**src/common/pdcg_pkg.sv**
```systemverilog
// Purpose: shared constants of the pulse-width generator group with capture
// Assumes: 32-bit register port, word-aligned byte addresses
// Notes: per-channel register blocks sit at base + 4 * channel
package pdcg_pkg;
  localparam int NUM_CH = 8;
  localparam int NUM_PAIR = 4;
  localparam int CNT_W = 16;
  localparam int PRE_W = 8;
  localparam int DZ_W = 8;
  localparam int DIV_W = 3;
  localparam int DCNT_W = 4;
  localparam int ADDR_W = 8;
  localparam int DATA_W = 32;

  // register byte addresses
  localparam logic [ADDR_W-1:0] ADDR_PRESCALE = 8'h00;
  localparam logic [ADDR_W-1:0] ADDR_CLKDIV = 8'h04;
  localparam logic [ADDR_W-1:0] ADDR_PULSE_CTRL = 8'h08;
  localparam logic [ADDR_W-1:0] ADDR_DZ_TIME = 8'h0C;
  localparam logic [ADDR_W-1:0] ADDR_RELOAD_BASE = 8'h10;
  localparam logic [ADDR_W-1:0] ADDR_CMP_BASE = 8'h30;
  localparam logic [ADDR_W-1:0] ADDR_CNT_BASE = 8'h50;
  localparam logic [ADDR_W-1:0] ADDR_RISE_BASE = 8'h70;
  localparam logic [ADDR_W-1:0] ADDR_FALL_BASE = 8'h90;
  localparam logic [ADDR_W-1:0] ADDR_CAPCTL_BASE = 8'hB0;
  localparam logic [ADDR_W-1:0] ADDR_STATUS = 8'hC0;
  localparam logic [ADDR_W-1:0] ADDR_CLEAR = 8'hC4;
  localparam logic [ADDR_W-1:0] ADDR_IRQ_EN = 8'hC8;
  localparam logic [ADDR_W-1:0] BLOCK_SPAN = 8'h20;

  // field positions
  localparam int PCR_RUN_LSB = 0;
  localparam int PCR_AUTO_LSB = 8;
  localparam int PCR_DZEN_LSB = 16;
  localparam int CAP_RISE_IE_BIT = 1;
  localparam int CAP_FALL_IE_BIT = 2;
  localparam int CAP_EN_BIT = 3;
  localparam int CAP_CH_STRIDE = 16;
  localparam int STAT_CAP_LSB = 8;
  localparam int CLKDIV_STRIDE = 4;

  // divider select codes: value is log2 of the division
  localparam logic [DIV_W-1:0] DIV_SEL_MAX = 3'h4;
  localparam logic [DATA_W-1:0] RESET_WORD = 32'h0000_0000;
endpackage

```
**src/rtl/pdcg_deadzone.sv**
```systemverilog
// Purpose: dead-zone generator for one complementary pair
// Assumes: tick is the even channel's prescaled and divided timer tick
// Notes: both outputs stay low until the dead time after every source edge
`timescale 1ns/1ps
`default_nettype none
module pdcg_deadzone
  import pdcg_pkg::*;
(
  // clock and reset
  input wire logic clk,
  input wire logic rst_b,
  input wire logic ce,
  // timing
  input wire logic tick,
  input wire logic [DZ_W-1:0] dz_time,
  // waveform
  input wire logic src,
  output logic out_a,
  output logic out_b
);
  logic src_q;
  logic [DZ_W-1:0] wait_cnt;

  always_ff @(posedge clk or negedge rst_b) begin
    if (!rst_b) begin
      src_q <= 1'b0;
      wait_cnt <= '0;
    end else if (ce) begin
      if (src != src_q) begin
        src_q <= src;
        wait_cnt <= dz_time;
      end else if (tick && wait_cnt != '0) begin
        wait_cnt <= wait_cnt - 1'b1;
      end
    end
  end

  assign out_a = src_q && (wait_cnt == '0);
  assign out_b = !src_q && (wait_cnt == '0);
endmodule
`default_nettype wire

```
**src/rtl/pdcg_channel.sv**
```systemverilog
// Purpose: one channel: period down-counter, compare, capture latches
// Assumes: cap_lvl is already synchronised to clk
// Notes: a rising edge of run loads the counter from the reload value
`timescale 1ns/1ps
`default_nettype none
module pdcg_channel
  import pdcg_pkg::*;
(
  // clock and reset
  input wire logic clk,
  input wire logic rst_b,
  input wire logic ce,
  // control
  input wire logic tick,
  input wire logic run,
  input wire logic auto_reload,
  input wire logic reload_now,
  input wire logic cap_en,
  input wire logic [CNT_W-1:0] period_reload_value,
  input wire logic [CNT_W-1:0] cmp_value,
  input wire logic cap_lvl,
  // results
  output logic [CNT_W-1:0] count,
  output logic wave,
  output logic zero_pulse,
  output logic cap_rise,
  output logic cap_fall,
  output logic [CNT_W-1:0] rising_capture_latch,
  output logic [CNT_W-1:0] falling_capture_latch
);
  logic run_q;
  logic active;
  logic cap_q;

  always_ff @(posedge clk or negedge rst_b) begin
    if (!rst_b) begin
      run_q <= 1'b0;
      active <= 1'b0;
      count <= '0;
      wave <= 1'b0;
      zero_pulse <= 1'b0;
    end else if (ce) begin
      run_q <= run;
      zero_pulse <= 1'b0;
      if (!run) begin
        active <= 1'b0;
        wave <= 1'b0;
      end else if ((run && !run_q) || reload_now) begin
        active <= 1'b1;
        count <= period_reload_value;
        wave <= 1'b0;
      end else if (active && tick) begin
        if (count == '0) begin
          zero_pulse <= 1'b1;
          wave <= 1'b0;
          if (auto_reload) begin
            count <= period_reload_value;
          end else begin
            active <= 1'b0;
          end
        end else begin
          count <= count - 1'b1;
          if (count - 1'b1 == cmp_value) begin
            wave <= 1'b1;
          end
        end
      end
    end
  end

  always_ff @(posedge clk or negedge rst_b) begin
    if (!rst_b) begin
      cap_q <= 1'b0;
      cap_rise <= 1'b0;
      cap_fall <= 1'b0;
      rising_capture_latch <= '0;
      falling_capture_latch <= '0;
    end else if (ce) begin
      cap_q <= cap_lvl;
      cap_rise <= cap_en && cap_lvl && !cap_q;
      cap_fall <= cap_en && !cap_lvl && cap_q;
      if (cap_en && cap_lvl && !cap_q) begin
        rising_capture_latch <= count;
      end
      if (cap_en && !cap_lvl && cap_q) begin
        falling_capture_latch <= count;
      end
    end
  end
endmodule
`default_nettype wire

```
**src/rtl/pdcg_top.sv**
```systemverilog
// Purpose: pulse-width generator group with dead zone and input capture
// Assumes: register master on clk; capture pins asynchronous to clk
// Notes: ce low freezes every flip-flop, register writes included
`timescale 1ns/1ps
`default_nettype none
module pdcg_top
  import pdcg_pkg::*;
#(
  parameter int CH_COUNT = NUM_CH,
  parameter int COUNTER_W = CNT_W
)(
  // clock and reset
  input wire logic clk,
  input wire logic rst_b,
  input wire logic ce,
  // register port
  input wire logic [ADDR_W-1:0] addr,
  input wire logic [DATA_W-1:0] wr_data,
  input wire logic wr_en,
  input wire logic rd_en,
  output logic [DATA_W-1:0] rd_data,
  // pins
  input wire logic [NUM_CH-1:0] cap_in,
  output logic [NUM_CH-1:0] pwm_out,
  output logic [NUM_CH-1:0] pwm_oe,
  // interrupt
  output logic irq
);
  if (CH_COUNT != NUM_CH || COUNTER_W != CNT_W) begin : g_param_check
    $error("pdcg_top: channel count and counter width are fixed");
  end

  // control registers
  logic [DATA_W-1:0] prescale;
  logic [DATA_W-1:0] clkdiv;
  logic [DATA_W-1:0] pulse_control_reg;
  logic [DATA_W-1:0] dz_time;
  logic [DATA_W-1:0] irq_en;
  logic [DATA_W-1:0] irq_indication_reg;
  logic [CNT_W-1:0] period_reload_value [NUM_CH];
  logic [CNT_W-1:0] cmp_value [NUM_CH];
  logic [DATA_W-1:0] capture_control [NUM_PAIR];

  // per-channel state seen by the register port
  logic [CNT_W-1:0] count [NUM_CH];
  logic [CNT_W-1:0] rising_latch_readback [NUM_CH];
  logic [CNT_W-1:0] falling_latch_readback [NUM_CH];
  logic [NUM_CH-1:0] wave;
  logic [NUM_CH-1:0] zero_pulse;
  logic [NUM_CH-1:0] cap_rise;
  logic [NUM_CH-1:0] cap_fall;
  logic [NUM_CH-1:0] cap_en;
  logic [NUM_CH-1:0] capture_irq_set;
  logic [NUM_CH-1:0] ch_tick;
  logic [NUM_CH-1:0] cap_meta;
  logic [NUM_CH-1:0] cap_sync;
  logic [NUM_PAIR-1:0] pre_tick;
  logic [NUM_PAIR-1:0] dz_a;
  logic [NUM_PAIR-1:0] dz_b;
  logic [NUM_CH-1:0] next_pin;
  logic [DATA_W-1:0] next_status;
  logic [DATA_W-1:0] clear_mask;
  logic [DATA_W-1:0] set_mask;
  logic [DATA_W-1:0] next_rd_data;

  function automatic logic in_block(input logic [ADDR_W-1:0] a, input logic [ADDR_W-1:0] base);
    in_block = (a >= base) && (a < base + BLOCK_SPAN) && (a[1:0] == 2'b00);
  endfunction

  function automatic logic [2:0] block_idx(input logic [ADDR_W-1:0] a, input logic [ADDR_W-1:0] base);
    logic [ADDR_W-1:0] off;
    off = a - base;
    block_idx = off[4:2];
  endfunction

  // two-flop synchronisers for the capture pins
  always_ff @(posedge clk or negedge rst_b) begin
    if (!rst_b) begin
      cap_meta <= '0;
      cap_sync <= '0;
    end else if (ce) begin
      cap_meta <= cap_in;
      cap_sync <= cap_meta;
    end
  end

  genvar gp;
  generate
    for (gp = 0; gp < NUM_PAIR; gp++) begin : g_pre
      logic [PRE_W-1:0] pre_cnt;
      always_ff @(posedge clk or negedge rst_b) begin
        if (!rst_b) begin
          pre_cnt <= '0;
          pre_tick[gp] <= 1'b0;
        end else if (ce) begin
          if (pre_cnt >= prescale[gp*PRE_W +: PRE_W]) begin
            pre_cnt <= '0;
            pre_tick[gp] <= 1'b1;
          end else begin
            pre_cnt <= pre_cnt + 1'b1;
            pre_tick[gp] <= 1'b0;
          end
        end
      end

      pdcg_deadzone u_dz (
        .clk(clk),
        .rst_b(rst_b),
        .ce(ce),
        .tick(ch_tick[2*gp]),
        .dz_time(dz_time[gp*DZ_W +: DZ_W]),
        .src(wave[2*gp]),
        .out_a(dz_a[gp]),
        .out_b(dz_b[gp])
      );
    end
  endgenerate

  genvar gc;
  generate
    for (gc = 0; gc < NUM_CH; gc++) begin : g_ch
      logic [DCNT_W-1:0] div_cnt;
      logic [DCNT_W-1:0] div_mask;
      logic [DIV_W-1:0] div_sel;
      assign div_sel = clkdiv[gc*CLKDIV_STRIDE +: DIV_W];
      assign div_mask = DCNT_W'((5'h01 << div_sel) - 5'h01);

      always_ff @(posedge clk or negedge rst_b) begin
        if (!rst_b) begin
          div_cnt <= '0;
          ch_tick[gc] <= 1'b0;
        end else if (ce) begin
          ch_tick[gc] <= 1'b0;
          if (pre_tick[gc/2]) begin
            div_cnt <= div_cnt + 1'b1;
            ch_tick[gc] <= ((div_cnt & div_mask) == div_mask);
          end
        end
      end

      assign cap_en[gc] = capture_control[gc/2][(gc%2)*CAP_CH_STRIDE + CAP_EN_BIT];
      assign capture_irq_set[gc] =
        (cap_rise[gc] && capture_control[gc/2][(gc%2)*CAP_CH_STRIDE + CAP_RISE_IE_BIT]) ||
        (cap_fall[gc] && capture_control[gc/2][(gc%2)*CAP_CH_STRIDE + CAP_FALL_IE_BIT]);

      pdcg_channel u_ch (
        .clk(clk),
        .rst_b(rst_b),
        .ce(ce),
        .tick(ch_tick[gc]),
        .run(pulse_control_reg[PCR_RUN_LSB + gc]),
        .auto_reload(pulse_control_reg[PCR_AUTO_LSB + gc]),
        .reload_now(capture_irq_set[gc]),
        .cap_en(cap_en[gc]),
        .period_reload_value(period_reload_value[gc]),
        .cmp_value(cmp_value[gc]),
        .cap_lvl(cap_sync[gc]),
        .count(count[gc]),
        .wave(wave[gc]),
        .zero_pulse(zero_pulse[gc]),
        .cap_rise(cap_rise[gc]),
        .cap_fall(cap_fall[gc]),
        .rising_capture_latch(rising_latch_readback[gc]),
        .falling_capture_latch(falling_latch_readback[gc])
      );

      // pairs from timers 0, 2, 4, 6
      always_comb begin
        if (pulse_control_reg[PCR_DZEN_LSB + gc/2]) begin
          next_pin[gc] = (gc % 2 == 0) ? dz_a[gc/2] : dz_b[gc/2];
        end else begin
          next_pin[gc] = wave[gc];
        end
      end
    end
  endgenerate

  always_ff @(posedge clk or negedge rst_b) begin
    if (!rst_b) begin
      pwm_out <= '0;
      pwm_oe <= '0;
    end else if (ce) begin
      pwm_out <= next_pin & ~cap_en;
      pwm_oe <= ~cap_en;
    end
  end

  // register writes
  always_ff @(posedge clk or negedge rst_b) begin
    if (!rst_b) begin
      prescale <= RESET_WORD;
      clkdiv <= RESET_WORD;
      pulse_control_reg <= RESET_WORD;
      dz_time <= RESET_WORD;
      irq_en <= RESET_WORD;
      for (int i = 0; i < NUM_CH; i++) begin
        period_reload_value[i] <= '0;
        cmp_value[i] <= '0;
      end
      for (int i = 0; i < NUM_PAIR; i++) begin
        capture_control[i] <= RESET_WORD;
      end
    end else if (ce && wr_en) begin
      if (addr == ADDR_PRESCALE) begin
        prescale <= wr_data;
      end
      if (addr == ADDR_CLKDIV) begin
        // codes above the largest division saturate to it
        for (int i = 0; i < NUM_CH; i++) begin
          clkdiv[i*CLKDIV_STRIDE +: CLKDIV_STRIDE] <= {1'b0,
            (wr_data[i*CLKDIV_STRIDE +: DIV_W] > DIV_SEL_MAX) ? DIV_SEL_MAX : wr_data[i*CLKDIV_STRIDE +: DIV_W]};
        end
      end
      if (addr == ADDR_PULSE_CTRL) begin
        pulse_control_reg <= wr_data;
      end
      if (addr == ADDR_DZ_TIME) begin
        dz_time <= wr_data;
      end
      if (addr == ADDR_IRQ_EN) begin
        irq_en <= wr_data;
      end
      if (in_block(addr, ADDR_RELOAD_BASE)) begin
        period_reload_value[block_idx(addr, ADDR_RELOAD_BASE)] <= wr_data[CNT_W-1:0];
      end
      if (in_block(addr, ADDR_CMP_BASE)) begin
        cmp_value[block_idx(addr, ADDR_CMP_BASE)] <= wr_data[CNT_W-1:0];
      end
      if (in_block(addr, ADDR_CAPCTL_BASE) && block_idx(addr, ADDR_CAPCTL_BASE) < 3'(NUM_PAIR)) begin
        capture_control[2'(block_idx(addr, ADDR_CAPCTL_BASE))] <= wr_data;
      end
    end
  end

  always_comb begin
    clear_mask = (wr_en && addr == ADDR_CLEAR) ? wr_data : RESET_WORD;
    set_mask = RESET_WORD;
    set_mask[NUM_CH-1:0] = zero_pulse;
    set_mask[STAT_CAP_LSB +: NUM_CH] = capture_irq_set;
    // a flag raised in the clearing cycle survives
    next_status = (irq_indication_reg & ~clear_mask) | set_mask;
  end

  always_ff @(posedge clk or negedge rst_b) begin
    if (!rst_b) begin
      irq_indication_reg <= RESET_WORD;
    end else if (ce) begin
      irq_indication_reg <= next_status;
    end
  end

  always_ff @(posedge clk or negedge rst_b) begin
    if (!rst_b) begin
      irq <= 1'b0;
    end else if (ce) begin
      irq <= |(next_status & irq_en);
    end
  end

  // read mux, registered for next-cycle data
  always_comb begin
    next_rd_data = RESET_WORD;
    if (addr == ADDR_PRESCALE) begin
      next_rd_data = prescale;
    end else if (addr == ADDR_CLKDIV) begin
      next_rd_data = clkdiv;
    end else if (addr == ADDR_PULSE_CTRL) begin
      next_rd_data = pulse_control_reg;
    end else if (addr == ADDR_DZ_TIME) begin
      next_rd_data = dz_time;
    end else if (addr == ADDR_STATUS) begin
      next_rd_data = irq_indication_reg;
    end else if (addr == ADDR_IRQ_EN) begin
      next_rd_data = irq_en;
    end else if (in_block(addr, ADDR_RELOAD_BASE)) begin
      next_rd_data[CNT_W-1:0] = period_reload_value[block_idx(addr, ADDR_RELOAD_BASE)];
    end else if (in_block(addr, ADDR_CMP_BASE)) begin
      next_rd_data[CNT_W-1:0] = cmp_value[block_idx(addr, ADDR_CMP_BASE)];
    end else if (in_block(addr, ADDR_CNT_BASE)) begin
      next_rd_data[CNT_W-1:0] = count[block_idx(addr, ADDR_CNT_BASE)];
    end else if (in_block(addr, ADDR_RISE_BASE)) begin
      next_rd_data[CNT_W-1:0] = rising_latch_readback[block_idx(addr, ADDR_RISE_BASE)];
    end else if (in_block(addr, ADDR_FALL_BASE)) begin
      next_rd_data[CNT_W-1:0] = falling_latch_readback[block_idx(addr, ADDR_FALL_BASE)];
    end else if (in_block(addr, ADDR_CAPCTL_BASE) && block_idx(addr, ADDR_CAPCTL_BASE) < 3'(NUM_PAIR)) begin
      next_rd_data = capture_control[2'(block_idx(addr, ADDR_CAPCTL_BASE))];
    end
  end

  always_ff @(posedge clk or negedge rst_b) begin
    if (!rst_b) begin
      rd_data <= RESET_WORD;
    end else if (ce) begin
      rd_data <= rd_en ? next_rd_data : RESET_WORD;
    end
  end
endmodule
`default_nettype wire

```
**config.mk**
```make
export PLATFORM = sky130hd
export DESIGN_NAME = pdcg_top
export DESIGN_NICKNAME = d
export VERILOG_FILES = /design/src/common/pdcg_pkg.sv /design/src/rtl/pdcg_deadzone.sv /design/src/rtl/pdcg_channel.sv /design/src/rtl/pdcg_top.sv
export SDC_FILE = /design/constraint.sdc
export NUM_CORES = 2
export LEC_CHECK = 0
export BUFFER_PORTS_ARGS = -buffer_cell sky130_fd_sc_hd__buf_2
export CORE_AREA = 2 2 336 338
export CTS_CLUSTER_SIZE = 25
export DETAILED_ROUTE_END_ITERATION = 8
export DIE_AREA = 0 0 338 340
export MAX_ROUTING_LAYER = met4
export PLACE_DENSITY_LB_ADDON = 0.05
export SYNTH_ARGS = -nofsm -noshare
export SYNTH_HDL_FRONTEND = slang
export SYNTH_HIERARCHICAL = 1
export SYNTH_SLANG_ARGS = --single-unit
```
**constraint.sdc**
```tcl
create_clock -name clk -period 2.65 [get_ports clk]
set_input_delay 0.1325 -clock clk [delete_from_list [all_inputs] [get_ports clk]]
set_output_delay 0.1325 -clock clk [all_outputs]
set_load 0.05 [all_outputs]
```
Word level (Yosys, flattened, before mapping)
Index checks and enable logic that the tools add are counted.
Storage, ports and cells
  register bits: 1185
  logic and storage cells: 769
  output and inout port bits: 49
  bits of input ports: 53
Cells by class
  bitwise gates (word level): 20
  muxes and demuxes: 230
  reduce and logical (&&, ||, !) cells: 229
  magnitude comparators: 34
  shift operators: 8
  add/sub/neg operators: 38
  eq/ne operators: 66
Operator list (number)
  16-bit 2-to-1 mux: 54
  128-bit bitwise mux: 3
  32-bit 2-to-1 mux: 12
  16-bit binary-select mux with 3-bit select: 5
  1-bit 2-to-1 mux: 132
  16-bit equality test: 8
  16-bit zero test: 8
  16-bit by 1-bit subtractor with 16-bit output (second input constant): 8
  16-bit demux with 3-bit select: 2
  8-bit 2-to-1 mux: 12
  1-bit logical AND: 94
  2-bit AND reduction: 36
  32-bit bitwise AND: 2
  32-bit binary-select mux with 2-bit select: 1
  32-bit demux with 2-bit select: 1
  4-bit AND reduction: 16
  3-bit by 1-bit != test with 1-bit output (second input constant): 16
  3-bit by 2-bit != test with 1-bit output (second input constant): 16
  8-bit zero test: 5
  4-bit by 1-bit adder with 4-bit output (second input constant): 8
  8-bit by 1-bit adder with 8-bit output (second input constant): 4
  4-bit bitwise AND: 8
  4-bit equality test: 8
  8-bit greater-or-equal comparator: 4
  36 further kinds: 162

Longest topological paths before layout
  depth after elaboration: 18
  depth in mapped cells: 11
  gate-level depth less buffers: 8

Hierarchy
Netlist, hierarchy kept.
Modules (own cells, without submodules)
  pdcg_top: sequential area each 17742.0 µm², instances 1, cells each 2860, area an instance 36991.7 µm²
  pdcg_channel: sequential area each 1376.3 µm², instances 8, cells each 322, area an instance 3089.2 µm²
  pdcg_deadzone: sequential area each 225.2 µm², instances 4, cells each 65, area an instance 616.8 µm²

Least setup slack after synthesis
Ideal clock, no wire load.
  path type: register to register
  start: reg g_ch[0].u_ch.count[0]
  end: reg g_ch[0].u_ch.wave
  cell stages (with the launch flop): 11
  path slack: 0.087 ns
  data arrival time: 2.495 ns
  setup time: 0.068 ns
  clock period less this slack: 2.563 ns
  path buffers: 2
  required time: 2.582 ns
  cells stage by stage: dfrtp_1 > inv_1 > ha_1 > clkbuf_1 > nor3b_1 > clkbuf_1 > nand2_1 > o2bb2ai_1 > or4_1 > nor4_1 > a32o_1
Between the ends
  longest elaborated chain between the ends: 5
  elaborated cells between the ends (all ways): 9
  those cells by class: add/sub (1); eq/ne (2); mux (4); reduce/logical (2)
RTL lines
  start, declared: RTL line pdcg_channel.sv:23  | output logic [CNT_W-1:0] count,
  start signal, assigned: RTL line pdcg_channel.sv:50  | count <= period_reload_value;
  start signal, assigned: RTL line pdcg_channel.sv:57  | count <= period_reload_value;
  start signal, assigned: RTL line pdcg_channel.sv:62  | count <= count - 1'b1;
  branches (longest 5 deep; another with 16-bit by 1-bit subtractor with 16-bit output)
  end signal, assigned: RTL line pdcg_channel.sv:47  | wave <= 1'b0;
  end signal, assigned: RTL line pdcg_channel.sv:51  | wave <= 1'b0;
  end signal, assigned: RTL line pdcg_channel.sv:55  | wave <= 1'b0;
  end, declared: RTL line pdcg_channel.sv:24  | output logic wave,
Parallel ways; which one is timed is not known. The select of a mux whose other input is x is not followed.
A chain may end at the register's enable or synchronous reset.

Final worst setup path
  start: reg g_ch[3].u_ch.count[11]
  end: reg g_ch[3].u_ch.count[2]
Between the ends
  longest elaborated chain between the ends: 4
  elaborated cells between the ends (all ways): 6
  those cells by class: eq/ne (1); mux (3); reduce/logical (2)
RTL lines
  start, declared: RTL line pdcg_channel.sv:23
  start signal, assigned: RTL line pdcg_channel.sv:50
  start signal, assigned: RTL line pdcg_channel.sv:57
  start signal, assigned: RTL line pdcg_channel.sv:62
  16-bit zero test (*): RTL line pdcg_channel.sv:53  | if (count == '0) begin
  16-bit 2-to-1 mux: RTL line pdcg_channel.sv:53
  16-bit 2-to-1 mux: RTL line pdcg_channel.sv:52  | end else if (active && tick) begin
  16-bit 2-to-1 mux: RTL line pdcg_channel.sv:48  | end else if ((run && !run_q) || reload_now) begin
Every way passes the cells marked *; elsewhere a longest branch is shown, timed or not. The select of a mux whose other input is x is not followed.

==> impl_metrics.ini <==
[sta]
fin_skew_ps = 34.1
setup_viol = 0
setup_ws_ps = 77.6
worst_pin_slew_ps = 1020
rsz0062_at_grt = true
whs_ps = 70.1
final.min_clock_period_ps = 2570
period_share_pct = 97.1
fmaxAchievable_ghz = 0.389
final-hold-violation-count = 0
slew_headroom_pct = 31.1
finalMaxSlewViolations = 0

[power]
power_switching_uw = 12400
switching_share_pct = 27.6
p_clk_share_pct = 42.9
ir_drop_mv = 0.587
p_int_uw = 32400
power_uw = 44800
comb_power_share_pct = 11.0
cellLeakagePower_uw = 0.0337
pwr-share-seq_pct = 46.1
power_density_nw_per_um2 = 602

[place]
gp_congestion = 1.09
hpwl_mm = 201
io_buffer_count = 101
pre_cts_ws_ps = -76.3
post_dp_cell_area_um2 = 69300
place_inst = 7432

[cells_and_area]
final_cell_mix = 1185 x dfrtp_1, 668 x mux2_2, 471 x buf_4, 455 x o21ai_0, 445 x nand2_1
layoutNonFillerInstCount = 7727
nFillCells = 8494
drive_above_1_share_pct = 31.4
final_nets = 6225
syn_to_final_growth_pct = 15.8
postLayoutCellArea_um2 = 74300
mostFrequentLayoutCell = dfrtp_1
multi_input_area_um2 = 31900
regArea_um2 = 29700

[route]
num_vias = 53171
drtIter0Drc = 7242
drcViolationCount = 0
wl_per_cell_um = 34.3
drt-total-wl_mm = 265
firstDrtPassIters = 6
vias_per_cell = 6.88
ant_nets = 0

[global_routing]
grt_pass1_wl_mm = 376
grt-ovfl-total = 0
grt_antenna_before_repair = 35
grt.total_usage_pct = 47.8
grt_pass1_vias = 50847
grt_max_degree = 85

[logic_synthesis]
async_flop_share_pct = 100
synthesis.area_um2 = 64200
synth_nets = 5817
synthesis.instances = 5696
yosys.area.top_type = dfrtp_1
synth_edf_count = 0
synth-seq-cells = 1185
ys_dominant_reg_cell = dfrtp_1
ys_seq_area_share_pct = 46.2
yosys.area.top_type_share_pct = 46.2
post_synth.cell_area_avg_um2 = 11.3
yosys-top-cells-area = dfrtp_1 46%, mux2_2 12%, mux4_2 6.8%
ys_warn_count = 6
yosysUniqueCellTypes = 93

[die]
die_h_um = 340
die_w_um = 338
start_util_pct = 57.5
io-pin-count = 102
die_area_um2 = 115000
row_count = 123
core-area_um2 = 112000

[critical_path]
crit_fanout = 14
reg2reg_depth = 5
reg2reg_from = g_ch[3].u_ch/count[11]$_DFFE_PN0P_
cp_data_arrival_time_ps = 3260
crit_required_ps = 3340
r2r_slack_ps = 80
crit_path_start_kind = flip-flop
r2r-end = g_ch[3].u_ch/count[2]$_DFFE_PN0P_
crit_path_end_kind = flip-flop
criticalPathCategory = flip-flop to flip-flop

[cts]
clk_pin_slew_worst_paths_ps = 60
tritoncts = done
cts_buffers = 131
cts_max_level = 4
clk_latency_ps = 780
root_buffer = clkbuf_16
clock-sinks = 1185
clockBufferDepth = 3

[job]
drv_cap = 0

[worst_hold_path]
hold_path_depth = 4
min_from = wr_data[4]
hold_path.class = input pin to flip-flop
whs_endpoint = clkdiv[4]$_DFFE_PN0P_

[status]
outcome = completed
cell families after synthesis:
group                      share of synthesized area, %
DFF                                                46.2
and+or+nand+nor                                    11.1
muxes                                              21.3
xor gates and xnor gates                           2.45
adders and majority gates                          1.33
buffers and inverters                              4.32
AOI/OAI and AO/OA                                  13.3
per-layer routing:
metal	track usage [%]	vias to the layer above	wire [µm]	share of wire [%]
met1	62.8	27052	100000	38
met3	13.9	720	33400	13
met2	65.8	3508	112000	42
li1	-	21891	-	-
met5	-	-	0	0
met4	27.8	0	19100	7.2
layout make-up:
cell class | instances | area share [%]
antenna | 22 | 0.0741
clock buffer | 187 | 5.15
clock inverter | 47 | 0.896
inverter | 181 | 0.914
multi-input combinational | 3933 | 42.9
sequential | 1185 | 39.9
tap | 1500 | 2.53
timing repair buffer | 672 | 7.66
per-stage QoR:
stage | setup TNS, ps | utilization (%)
floorplan | 0 | -
global placement | -774 | 62.1
detailed placement | -76.3 | 62.1
CTS | 0 | 66.5
global route | -43.7 | 66.6
finish | 0 | 66.6
Yosys cell counts (all sizes together) (54+ instances only):
master,count
nor2b,67
xor2,54
nor3,129
nor2,254
mux2i,120
a22oi,63
a21oi,223
buf,197
nand4,72
mux2,719
o21ai,539
inv,178
xnor2,122
nand3,90
mux4,193
ha,68
dfrtp,1185
nand2,455
clkbuf,200
repair_timing:
| action | CTS | global route |
|---|---|---|
| hold buffers | 39 | 0 |
| buffers inserted | 0 | 0 |
| endpoints found under the hold margin | 1063 | 0 |
| endpoints found under the setup margin | 0 | 26 |
| gates resized for setup | 0 | 20 |
worst max path at each step:
stage / start / endpoint / slack, ps / cells after the start
after CTS: g_ch[1].u_ch/count[11]$_DFFE_PN0P_ / g_ch[1].u_ch/wave$_DFFE_PN0P_ / 30 / 6
after global placement: addr[4] / rd_data[7]$_DFFE_PN0P_ / -710 / 8
after floorplan: g_ch[0].u_ch/count[0]$_DFFE_PN0P_ / g_ch[0].u_ch/wave$_DFFE_PN0P_ / 90 / 10
after detailed placement: addr[2] / rd_data[14]$_DFFE_PN0P_ / -80 / 9
final: g_ch[3].u_ch/count[11]$_DFFE_PN0P_ / g_ch[3].u_ch/count[2]$_DFFE_PN0P_ / 80 / 5
after global routing: g_ch[1].u_ch/count[0]$_DFFE_PN0P_ / g_ch[1].u_ch/wave$_DFFE_PN0P_ / -40 / 10
critical path, stage by stage, from the launching register on:
cell and delay [ps]:
dfrtp_1 380, or4_4 570, or4_4 610, o21a_1 420, a31o_2 350, a22oi_2 160
power by group through the flow:
stage / registers, µW / clock network (µW) / logic [µW]
3_5_place_dp: 20900 / 0 / 4770
4_1_cts: 20600 / 19300 / 4850
6_report: 20600 / 19200 / 4910
5_1_grt: 20700 / 20000 / 5320
2_1_floorplan: 20400 / 0 / 2910
3_3_place_gp: 20800 / 0 / 4670
Note: power is estimated with default switching activity, not from simulation.
